$ cat src/rtl/fli_params.svh
// Constants of the fault latch and interrupt unit
// Summary of operation
// Interrupt output is high while any enabled, uncleared fault latch is set.
// Faults latch on occurrence; only the matching clear command releases a latch.
// A fault still present keeps the interrupt asserted after a clear addresses it.
// Clearing one of several pending faults leaves the interrupt high without a toggle.
// Query reply flags faults uncleared between last clear and this frame's start.
// A status query changes neither fault latches nor mask bits.
// Latches clear only after a clear command received without framing error.
// A fault arising during the clear frame keeps its latch set.
// Clearing takes effect on the chip-select rising edge ending the command.
// Host should clear only faults it saw in the preceding query reply.
// Top three bits zero is a query; low two bits select the returned register.
// Mask bit one lets its fault raise the interrupt; zero suppresses it.
// Two four-bit mask parts, written by opcodes 0010 and 0011 low nibbles.
// Clear commands share mask layout; each one bit clears that latch.
// Low part: overtemperature, desaturation, supply undervoltage, overcurrent.
// High part: phase error, framing error, write-after-lock error, reset event.
// Phase error is comparator XOR drive command, blanked in desaturation blanking.
// In full-on mode the phase error is blanked entirely.
// Reset event latched and enabled at reset, so interrupt rises after reset.
// Status register 0 is the reply to most commands.
// A frame whose bit count is not a multiple of eight is a framing error, discarded.
// While reset is low every latch but the reset event is cleared and both mask parts load all ones.
// A clear leaves a status bit set if its fault is present at that moment.
// Interrupt is the OR over eight sources of latch AND mask.
`ifndef FLI_PARAMS_SVH
`define FLI_PARAMS_SVH
`define FLI_MASK_RST 4'hF
`define FLI_LATCH_RST 8'h80
`define FLI_BIT_THERMAL_LIMIT 0
`define FLI_BIT_DESAT 1
`define FLI_BIT_LOW_SIDE_SUPPLY 2
`define FLI_BIT_OC 3
`define FLI_BIT_PHASE 4
`define FLI_BIT_FRAME 5
`define FLI_BIT_WERR 6
`define FLI_BIT_RESET 7
`define FLI_OP_QUERY 3'h0
`define FLI_OP_MASK_LO 4'h2
`define FLI_OP_MASK_HI 4'h3
`define FLI_OP_CLR_LO 4'h6
`define FLI_OP_CLR_HI 4'h7
`define FLI_SYNC_CS 0
`define FLI_SYNC_SCLK 1
`define FLI_SYNC_MOSI 2
`define FLI_SYNC_THERMAL_LIMIT 3
`define FLI_SYNC_DESAT 4
`define FLI_SYNC_LOW_SIDE_SUPPLY 5
`define FLI_SYNC_OC 6
`define FLI_SYNC_PHASE 7
`define FLI_SYNC_NUM 10
`endif

$ cat src/rtl/fli_pkg.sv
// Types of the fault latch and interrupt unit
package fli_pkg;
  typedef enum logic [1:0] {
    FLI_IDLE = 2'b01,
    FLI_FRAME = 2'b10
  } fli_link_e;
  typedef logic [7:0] fli_word_t;
endpackage

$ cat src/rtl/fli_core.sv
// Fault latching, interrupt masking and the serial command port
`timescale 1ns/1ns
`default_nettype none
`include "fli_params.svh"
module fli_core
(
  input wire logic ref_clk,
  input wire logic reset_n,
  input wire logic spi_cs_n,
  input wire logic spi_sclk,
  input wire logic spi_mosi,
  output logic spi_miso,
  output logic spi_miso_oe,
  input wire logic thermal_limit_in,
  input wire logic desat_in,
  input wire logic low_side_supply_uv_in,
  input wire logic overcurrent_in,
  input wire logic [2:0] phase_comp_in,
  input wire logic [2:0] drive_cmd_in,
  input wire logic desat_blank_in,
  input wire logic full_on_mode,
  input wire logic write_lock_err_in,
  input wire logic [7:0] status1_in,
  input wire logic [7:0] status2_in,
  input wire logic [7:0] status3_in,
  output logic irq_out
);

  // ****************************************
  // Input synchronisers
  // ****************************************
  wire [`FLI_SYNC_NUM-1:0] async_in;
  logic [`FLI_SYNC_NUM-1:0] sync1_q;
  logic [`FLI_SYNC_NUM-1:0] sync2_q;
  logic [`FLI_SYNC_NUM-1:0] sync3_q;
  logic [`FLI_SYNC_NUM-1:0] filt_q;
  logic [`FLI_SYNC_NUM-1:0] filt_prev_q;

  assign async_in = {phase_comp_in, overcurrent_in, low_side_supply_uv_in, desat_in,
                     thermal_limit_in, spi_mosi, spi_sclk, spi_cs_n};

  genvar gi;
  generate
    for (gi = 0; gi < `FLI_SYNC_NUM; gi = gi + 1)
    begin : g_sync
      // Idle level high only for chip select, so no false edge at release
      always_ff @(posedge ref_clk or negedge reset_n)
      begin
        if (!reset_n)
        begin
          sync1_q[gi] <= (gi == `FLI_SYNC_CS) ? 1'b1 : 1'b0;
          sync2_q[gi] <= (gi == `FLI_SYNC_CS) ? 1'b1 : 1'b0;
          sync3_q[gi] <= (gi == `FLI_SYNC_CS) ? 1'b1 : 1'b0;
          filt_q[gi] <= (gi == `FLI_SYNC_CS) ? 1'b1 : 1'b0;
          filt_prev_q[gi] <= (gi == `FLI_SYNC_CS) ? 1'b1 : 1'b0;
        end
        else
        begin
          sync1_q[gi] <= async_in[gi];
          sync2_q[gi] <= sync1_q[gi];
          sync3_q[gi] <= sync2_q[gi];
          // A change counts only when stages two and three agree
          if (sync2_q[gi] == sync3_q[gi])
            filt_q[gi] <= sync3_q[gi];
          filt_prev_q[gi] <= filt_q[gi];
        end
      end
    end
  endgenerate

  // ****************************************
  // Link edges and frame state
  // ****************************************
  wire cs_fall_w;
  wire cs_rise_w;
  wire sclk_rise_w;
  wire sclk_fall_w;
  assign cs_fall_w = filt_prev_q[`FLI_SYNC_CS] & ~filt_q[`FLI_SYNC_CS];
  assign cs_rise_w = ~filt_prev_q[`FLI_SYNC_CS] & filt_q[`FLI_SYNC_CS];
  assign sclk_rise_w = ~filt_prev_q[`FLI_SYNC_SCLK] & filt_q[`FLI_SYNC_SCLK];
  assign sclk_fall_w = filt_prev_q[`FLI_SYNC_SCLK] & ~filt_q[`FLI_SYNC_SCLK];

  fli_pkg::fli_link_e state_q;
  fli_pkg::fli_link_e state_d;
  logic [2:0] bit_cnt_q;
  logic any_bit_q;
  fli_pkg::fli_word_t rx_q;
  fli_pkg::fli_word_t tx_q;
  logic [1:0] reply_sel_q;

  wire in_frame_w;
  assign in_frame_w = (state_q == fli_pkg::FLI_FRAME);

  always_comb
  begin
    state_d = state_q;
    case (state_q)
      fli_pkg::FLI_IDLE:
      begin
        if (cs_fall_w)
          state_d = fli_pkg::FLI_FRAME;
      end
      fli_pkg::FLI_FRAME:
      begin
        if (cs_rise_w)
          state_d = fli_pkg::FLI_IDLE;
      end
      default:
        state_d = fli_pkg::FLI_IDLE;
    endcase
  end

  wire bit_take_w;
  wire shift_out_w;
  assign bit_take_w = in_frame_w & sclk_rise_w;
  assign shift_out_w = in_frame_w & sclk_fall_w;

  // Only the last eight bits are kept, so daisy-chained frames work
  always_ff @(posedge ref_clk or negedge reset_n)
  begin
    if (!reset_n)
    begin
      state_q <= fli_pkg::FLI_IDLE;
      bit_cnt_q <= 3'h0;
      any_bit_q <= 1'b0;
      rx_q <= 8'h00;
    end
    else
    begin
      state_q <= state_d;
      if (cs_fall_w)
      begin
        bit_cnt_q <= 3'h0;
        any_bit_q <= 1'b0;
      end
      else if (bit_take_w)
      begin
        bit_cnt_q <= bit_cnt_q + 3'h1;
        any_bit_q <= 1'b1;
        rx_q <= {rx_q[6:0], filt_q[`FLI_SYNC_MOSI]};
      end
    end
  end

  // ****************************************
  // Command decode at frame end
  // ****************************************
  wire frame_ok_w;
  wire valid_end_w;
  wire bad_end_w;
  wire op_query_w;
  wire op_mask_lo_w;
  wire op_mask_hi_w;
  wire op_clr_lo_w;
  wire op_clr_hi_w;
  // An empty frame also counts as malformed
  assign frame_ok_w = any_bit_q & (bit_cnt_q == 3'h0);
  assign valid_end_w = in_frame_w & cs_rise_w & frame_ok_w;
  assign bad_end_w = in_frame_w & cs_rise_w & ~frame_ok_w;
  assign op_query_w = (rx_q[7:5] == `FLI_OP_QUERY);
  assign op_mask_lo_w = valid_end_w & (rx_q[7:4] == `FLI_OP_MASK_LO);
  assign op_mask_hi_w = valid_end_w & (rx_q[7:4] == `FLI_OP_MASK_HI);
  assign op_clr_lo_w = valid_end_w & (rx_q[7:4] == `FLI_OP_CLR_LO);
  assign op_clr_hi_w = valid_end_w & (rx_q[7:4] == `FLI_OP_CLR_HI);

  // ****************************************
  // Fault sources
  // ****************************************
  wire [2:0] phase_mismatch_w;
  wire phase_err_w;
  fli_pkg::fli_word_t raw_w;
  assign phase_mismatch_w = filt_q[`FLI_SYNC_PHASE+2:`FLI_SYNC_PHASE] ^ drive_cmd_in;
  assign phase_err_w = (|phase_mismatch_w) & ~desat_blank_in & ~full_on_mode;
  // Bit order follows the two mask parts
  assign raw_w = {1'b0, write_lock_err_in, bad_end_w, phase_err_w,
                  filt_q[`FLI_SYNC_OC], filt_q[`FLI_SYNC_LOW_SIDE_SUPPLY],
                  filt_q[`FLI_SYNC_DESAT], filt_q[`FLI_SYNC_THERMAL_LIMIT]};

  // ****************************************
  // Latches, masks and interrupt
  // ****************************************
  fli_pkg::fli_word_t latch_q;
  fli_pkg::fli_word_t latch_d;
  fli_pkg::fli_word_t evt_q;
  logic [3:0] mask_lo_q;
  logic [3:0] mask_hi_q;
  logic irq_q;
  fli_pkg::fli_word_t clr_req_w;
  fli_pkg::fli_word_t clr_eff_w;
  fli_pkg::fli_word_t mask_w;

  assign mask_w = {mask_hi_q, mask_lo_q};
  assign clr_req_w = {(op_clr_hi_w ? rx_q[3:0] : 4'h0), (op_clr_lo_w ? rx_q[3:0] : 4'h0)};
  // Present or mid-frame faults block their own clear
  assign clr_eff_w = clr_req_w & ~evt_q & ~raw_w;
  // Set wins over clear in the same cycle
  assign latch_d = (latch_q & ~clr_eff_w) | raw_w;

  always_ff @(posedge ref_clk or negedge reset_n)
  begin
    if (!reset_n)
    begin
      latch_q <= `FLI_LATCH_RST;
      evt_q <= 8'h00;
      mask_lo_q <= `FLI_MASK_RST;
      mask_hi_q <= `FLI_MASK_RST;
      irq_q <= 1'b0;
    end
    else
    begin
      latch_q <= latch_d;
      // A fault in the frame-start cycle misses the reply, so it must still block
      if (cs_fall_w)
        evt_q <= raw_w;
      else if (in_frame_w)
        evt_q <= evt_q | raw_w;
      if (op_mask_lo_w)
        mask_lo_q <= rx_q[3:0];
      if (op_mask_hi_w)
        mask_hi_q <= rx_q[3:0];
      // Level output, so pending faults hold it high through a clear
      irq_q <= |(latch_q & mask_w);
    end
  end

  assign irq_out = irq_q;

  // ****************************************
  // Reply word
  // ****************************************
  fli_pkg::fli_word_t reply_w;
  assign reply_w = (reply_sel_q == 2'h0) ? latch_q :
                   (reply_sel_q == 2'h1) ? status1_in :
                   (reply_sel_q == 2'h2) ? status2_in : status3_in;

  // Reply is chosen by the previous valid frame and sampled at this frame's start
  always_ff @(posedge ref_clk or negedge reset_n)
  begin
    if (!reset_n)
    begin
      reply_sel_q <= 2'h0;
      tx_q <= 8'h00;
    end
    else
    begin
      if (valid_end_w)
        reply_sel_q <= op_query_w ? rx_q[1:0] : 2'h0;
      if (cs_fall_w)
        tx_q <= reply_w;
      else if (shift_out_w)
        tx_q <= {tx_q[6:0], 1'b0};
    end
  end

  assign spi_miso = tx_q[7];
  assign spi_miso_oe = in_frame_w;

  // ****************************************
  // Checks
  // ****************************************
  logic boot_q;
  always_ff @(posedge ref_clk or negedge reset_n)
  begin
    if (!reset_n)
      boot_q <= 1'b1;
    else
      boot_q <= 1'b0;
  end
endmodule
`default_nettype wire

$ cat config.mk
export PLATFORM = sky130hd
export DESIGN_NAME = fli_core
export DESIGN_NICKNAME = d
export VERILOG_FILES = /design/src/rtl/fli_pkg.sv /design/src/rtl/fli_core.sv
export VERILOG_INCLUDE_DIRS = /design/src /design/src/rtl
export SDC_FILE = /design/constraint.sdc
export NUM_CORES = 1
export LEC_CHECK = 0
export BUFFER_PORTS_ARGS = -buffer_cell sky130_fd_sc_hd__buf_4
export CORE_ASPECT_RATIO = 1.4
export CORE_UTILIZATION = 59
export CTS_BUF_LIST = sky130_fd_sc_hd__clkbuf_8
export CTS_CLUSTER_DIAMETER = 100
export DETAILED_ROUTE_END_ITERATION = 7
export PLACE_DENSITY = 0.9
export SLEW_MARGIN = 20
export SYNTH_ARGS = -nofsm -noshare
export SYNTH_HDL_FRONTEND = slang
export SYNTH_SLANG_ARGS = --single-unit
$ cat constraint.sdc
create_clock -name ref_clk -period 2.2 [get_ports ref_clk]
set_input_delay 0.33 -clock ref_clk [delete_from_list [all_inputs] [get_ports ref_clk]]
set_output_delay 0.33 -clock ref_clk [all_outputs]
set_load 0.05 [all_outputs]
=== After elaboration in Yosys (flattened, before gate mapping) ===
Cells that the tools add are included.

* Logic and storage cells: 135
* Output and inout port bits: 3
* Flip-flop bits (word level): 91

* Muxes and demuxes: 17
* Equal/unequal tests: 20
* $add $sub $neg: 1
* Reduce and logical (&&, ||, !) cells: 10
* Bitwise operators: 34

{| class="wikitable"
|+ Operators with widths
! operator !! count
|-
| $mux W8 || 7
|-
| $and A8 B8 Y8 || 4
|-
| $and A1 B1 Y1 || 16
|-
| $not A8 Y8 || 2
|-
| $or A8 B7 Y8 || 2
|-
| $eq A1 B1 Y1 || 10
|-
| $eq A4 B2 Y1 const B || 2
|-
| $eq A4 B3 Y1 const B || 2
|-
| $mux W4 || 2
|-
| $not A1 Y1 || 8
|-
| $not A7 Y8 || 1
|-
| $reduce_or A8 Y1 || 1
|-
| $logic_not A3 Y1 || 2
|-
| $mux W2 || 3
|-
| $mux W3 || 2
|-
| $reduce_bool A2 Y1 || 3
|-
| $eq A2 B1 Y1 const B || 2
|-
| $eq A2 B2 Y1 const B || 2
|-
| $ne A2 B2 Y1 const B || 2
|-
| $pmux W2 S2 || 1
|-
| $reduce_and A2 Y1 || 2
|-
| $add A3 B1 Y3 const B || 1
|-
| $reduce_or A3 Y1 || 1
|-
| $xor A3 B3 Y3 || 1
|-
| other kinds (2) || 3
|}

=== Depth between registers and ports, before layout ===
* Depth after elaboration: 11
* Depth in mapped cells: 6
* Depth with buffers taken out: 5

=== Least setup slack after synthesis ===
Ideal clock, no wire load.

* Kind: register -> register
* From: register bit_cnt_q[0]
* To: register mask_hi_q[0]
* Path slack: 493 ps
* Required time: 2,118 ps
* Arrival time: 1,625 ps
* Library setup time: 82 ps
* Clock period less this slack: 1,707 ps
* Cell stages (with the launch flop): 7
* Cells stage by stage: dfrtp_1 -> inv_1 -> ha_1 -> nand3b_1 -> or4_4 -> buf_6 -> mux2_4

* Cells in the longest elaborated chain, start to end: 4

{| class="wikitable"
|+ Ends and longest elaborated chain
! element !! RTL line !! source
|-
| start: declaration || fli_core.sv:85 || <nowiki>logic [2:0] bit_cnt_q;</nowiki>
|-
| start signal: assignment || fli_core.sv:138 || <nowiki>bit_cnt_q <= bit_cnt_q + 3'h1;</nowiki>
|-
| $logic_not A3 Y1 || fli_core.sv:157 || <nowiki>assign frame_ok_w = any_bit_q & (bit_cnt_q == 3'h0);</nowiki>
|-
| $and A1 B1 Y1 || fli_core.sv:157 ||
|-
| $and A1 B1 Y1 || fli_core.sv:158 || <nowiki>assign valid_end_w = in_frame_w & cs_rise_w & frame_ok_w;</nowiki>
|-
| $and A1 B1 Y1 || fli_core.sv:162 || <nowiki>assign op_mask_hi_w = valid_end_w & (rx_q[7:4] == `FLI_OP_MASK_HI);</nowiki>
|-
| end signal: assignment || fli_core.sv:206 || <nowiki>mask_hi_q <= `FLI_MASK_RST;</nowiki>
|-
| end signal: assignment || fli_core.sv:220 || <nowiki>mask_hi_q <= rx_q[3:0];</nowiki>
|-
| end: declaration || fli_core.sv:186 || <nowiki>logic [3:0] mask_hi_q;</nowiki>
|}

Every way passes these cells.
A chain may end at the register's enable or synchronous reset.

=== Final worst setup path ===
* From: register bit_cnt_q[0]
* To: register latch_q[2]

* Cells in the longest elaborated chain, start to end: 10

{| class="wikitable"
|+ Ends and longest elaborated chain
! element !! RTL line !! source
|-
| $logic_not A3 Y1 || fli_core.sv:157 ||
|-
| $and A1 B1 Y1 || fli_core.sv:157 ||
|-
| $and A1 B1 Y1 || fli_core.sv:158 ||
|-
| $and A1 B1 Y1 || fli_core.sv:163 || <nowiki>assign op_clr_lo_w = valid_end_w & (rx_q[7:4] == `FLI_OP_CLR_LO);</nowiki>
|-
| $mux W4 || fli_core.sv:193 || <nowiki>assign clr_req_w = {(op_clr_hi_w ? rx_q[3:0] : 4'h0), (op_clr_lo_w ? rx_q[3:0] : 4'h0)};</nowiki>
|-
| $and A8 B8 Y8 (2 in a row) || fli_core.sv:195 || <nowiki>assign clr_eff_w = clr_req_w & ~evt_q & ~raw_w;</nowiki>
|-
| $not A8 Y8 || fli_core.sv:197 || <nowiki>assign latch_d = (latch_q & ~clr_eff_w) | raw_w;</nowiki>
|-
| $and A8 B8 Y8 || fli_core.sv:197 ||
|-
| $or A8 B7 Y8 || fli_core.sv:197 ||
|-
| via latch_d[2] || fli_core.sv:183 || <nowiki>fli_pkg::fli_word_t latch_d;</nowiki>
|-
| end signal: assignment || fli_core.sv:203 || <nowiki>latch_q <= `FLI_LATCH_RST;</nowiki>
|-
| end signal: assignment || fli_core.sv:211 || <nowiki>latch_q <= latch_d;</nowiki>
|-
| end: declaration || fli_core.sv:182 || <nowiki>fli_pkg::fli_word_t latch_q;</nowiki>
|}

The timed path passes the listed nets, and every way through them passes these cells.

==> reports/metrics.yaml <==
sta:
  final.setup.tns_ns: 0
  fmax_mhz: 562
  layout_setup_ws_ns: 0.421
  rsz0062_at_grt: "no"
  fin_crit_ns: 1.78
  max_slew_margin: 0.675
  setup_viol: 0
  tightest_slew_ns: 0.488
  drv_slew: 0
  hold_viol_final: 0
  fin_crit_sh: 0.809
  fin_skew_ns: 0.0159
grt:
  groute.usage.overall: 0.246
  gr-total-overflow: 0
  first_global_vias: 2341
  grt_start_max_net_pins: 55
  gr-max-usage-layer: "met2"
  grt.met2_usage: 0.389
  grt_pass1_wl_um: 11100
  met3_usage: 0.0667
  antenna_found_initial: 0
  use_met1: 0.289
floorplanning:
  dieWidth_um: 67.8
  num_io_pins: 45
  coreArea_um2: 5860
  die_h_um: 94.1
  initial_core_util: 0.610
  die-area_um2: 6380
  rows: 33
place:
  dpl_cell_area_um2: 4000
  gp_congestion: 0.880
  dpl.hpwl_um: 4870
  numPortBuffers: 44
  dp_slack_ns: 0.461
cts:
  cts_buffers: 9
  path_clk_slew_ns: 0.10
  cts_repair_resize_count: 0
  cts_tree: "yes"
  clock_tree.root_cell: "clkbuf_8"
  clockBufferDepth: 2
  htree_levels: 3
  clock_latency_ns: 0.36
  cts_sinks: 90
synthesis:
  synth_area_um2: 3570
  async_flop_share: 1.00
  synthDistinctLibCells: 42
  yosys_warnings: 0
  syn_avg_cell_area_um2: 14.2
  synth-edff-count: 0
  synth_cells: 251
  synth_seq_cells: 90
  ys.flop_type: "dfrtp_1"
  ys_seq_area_frac: 0.635
  synth_nets: 295
job:
  drv_cap: 0
detailed_routing:
  wl_per_cell_um: 17.8
  wirelength_um: 6720
  vias: 2260
  ant_nets: 0
  viasPerCell: 5.99
  drc: 0
  firstDrtPassIters: 4
  drtIter0Drc: 205
setup_path:
  required_ns: 2.45
  cp_max_fo: 10
  cp.arrival_ns: 2.03
  path_cells: "inv_1 -> ha_1 -> nand3b_1 -> buf_4 -> or4_1 -> a21o_1"
  cp_top_family: "simple AND/OR/NAND/NOR gates"
  max_stage_delay_ns: 0.53
  end_kind: "register"
  start_kind: "register"
  ff2ff_setup_slack_ns: 0.42
  cp_slowest_cell: "or4_1"
  worst-path-buf-inv: 2
  path_class: "register to register"
power_and_ir_drop:
  ir_drop_v: 0.000613
  power_density_nw_per_um2: 785
  finalPower_w: 0.00330
  power.share.sequential: 0.579
  swShare: 0.266
  intPower_w: 0.00242
  p_sw_w: 0.000879
  clkPwrFrac: 0.326
  power_leakage_nw: 1.80
  p_comb_frac: 0.095
layout:
  area_growth_pct: 17.6
  nets: 346
  final_cell_area_um2: 4200
  drive_above_1_share: 0.358
  n_antenna_cell: 0
run_status:
  outcome: "completed"
min_path:
  hp-class: "input pin to register"
-- repair_timing --
| action | in CTS | in global routing |
|---|---|---|
| hold buffers | 1 | 0 |
| setup buffers | 0 | 0 |
| hold endpoints to repair | 29 | 0 |
-- cells by family (layout without fill, tap and decap cells) --
kind of cell             Yosys count  after routing  share of synthesized area
flip-flops                        90             90                      0.635
AND/OR/NAND/NOR                   61             61                      0.111
AO/OA/AOI/OAI                     35             35                     0.0637
multiplexers                      31             31                      0.125
buffers and inverters             19             75                     0.0235
adder cells (fa/ha/maj)           12             12                     0.0350
XOR/XNOR                           3              3                    0.00735
-- registers in the layout (all words and copies together) (netlist names) --
signal / cells
filt_prev_q: 2
state_q: 2
filt_q: 10
evt_q: 7
sync2_q: 10
bit_cnt_q: 3
tx_q: 8
sync3_q: 10
mask_lo_q: 4
irq_out: 1
sync1_q: 10
reply_sel_q: 2
mask_hi_q: 4
any_bit_q: 1
rx_q: 8
latch_q: 8
-- Yosys cell counts, types with 4 or more instances --
library cell | n | share of area
mux2_4 | 4 | 0.017
or4bb_1 | 4 | 0.013
a21o_1 | 5 | 0.011
a21oi_1 | 4 | 0.0056
a22oi_1 | 4 | 0.0084
nor2_1 | 5 | 0.0053
dfstp_2 | 15 | 0.11
or4_1 | 5 | 0.011
buf_2 | 4 | 0.0056
mux2_2 | 12 | 0.038
nand2_1 | 19 | 0.020
o21ai_0 | 13 | 0.018
dfrtp_1 | 75 | 0.53
clkbuf_1 | 6 | 0.0063
maj3_1 | 10 | 0.028
a22o_1 | 5 | 0.012
mux2i_1 | 7 | 0.020
mux4_2 | 8 | 0.050
inv_1 | 8 | 0.0084
-- routing by layer --
| metal | vias to the layer above | share of wire |
|---|---|---|
| met5 | - | 0 |
| met2 | 75 | 0.53 |
| li1 | 1015 | - |
| met1 | 1148 | 0.39 |
| met4 | 0 | 0.041 |
| met3 | 22 | 0.040 |
-- final cells by class --
type / instances / area [µm²]
Clock buffer: 9 / 124
Tap cell: 70 / 87.6
Timing Repair Buffer: 51 / 398
Sequential cell: 90 / 2270
Inverter: 8 / 30.0
Fill cell: 402 / 1660
Multi-Input combinational cell: 142 / 1230
Clock inverter: 7 / 67.6
-- per-stage QoR --
| step | hold WS [ns] | std cells | utilization |
|---|---|---|---|
| 2_1_floorplan | 0.0344 | 251 | - |
| 3_3_place_gp | 0.316 | 360 | 0.683 |
| 3_5_place_dp | 0.319 | 360 | 0.683 |
| 4_1_cts | 0.0475 | 377 | 0.717 |
| 5_1_grt | 0.0384 | 377 | 0.717 |
| 6_report | 0.0644 | 377 | 0.717 |
-- final timing paths --
path,start,endpoint,cells after the start
max in group asynchronous,reset_n,sync3_q[0],3
setup reg to reg,bit_cnt_q[0],latch_q[2],6
hold / removal,phase_comp_in[1],sync1_q[8],1
setup / recovery,bit_cnt_q[0],latch_q[2],6
min in group asynchronous,reset_n,irq_out,2
hold reg to reg,sync1_q[3],sync2_q[3],0
-- layout by cell type, fill, tap and decap left out, types with 2 or more instances in the layout --
cell	Yosys	final
dfrtp_1	75	75
buf_4	0	49
nand2_1	19	19
dfstp_2	15	15
o21ai_0	13	13
mux2_2	12	12
maj3_1	10	10
clkbuf_8	0	9
inv_1	8	8
mux4_2	8	8
mux2i_1	7	7
or4_1	5	5
a21o_1	5	5
nor2_1	5	5
a22o_1	5	5
or4bb_1	4	4
a22oi_1	4	4
a21oi_1	4	4
mux2_4	4	4
nand4b_1	3	3
xnor2_1	3	3
nand2b_1	3	3
nand4_1	3	3
inv_6	0	3
inv_8	0	3
or2b_1	2	2
nand4bb_1	2	2
nor4_1	2	2
o22ai_1	2	2
and4bb_2	2	2
nor2b_1	2	2
ha_1	2	2
-- power groups by stage --
stage	clock network, W	logic, W	registers [W]
finish	0.00108	0.000314	0.00191
detailed placement	0	0.000315	0.00194
CTS	0.00111	0.000318	0.00191
floorplan	0	0.000177	0.00191
global placement	0	0.000300	0.00193
global route	0.00116	0.000360	0.00193
(Power assumes the default switching activity.)
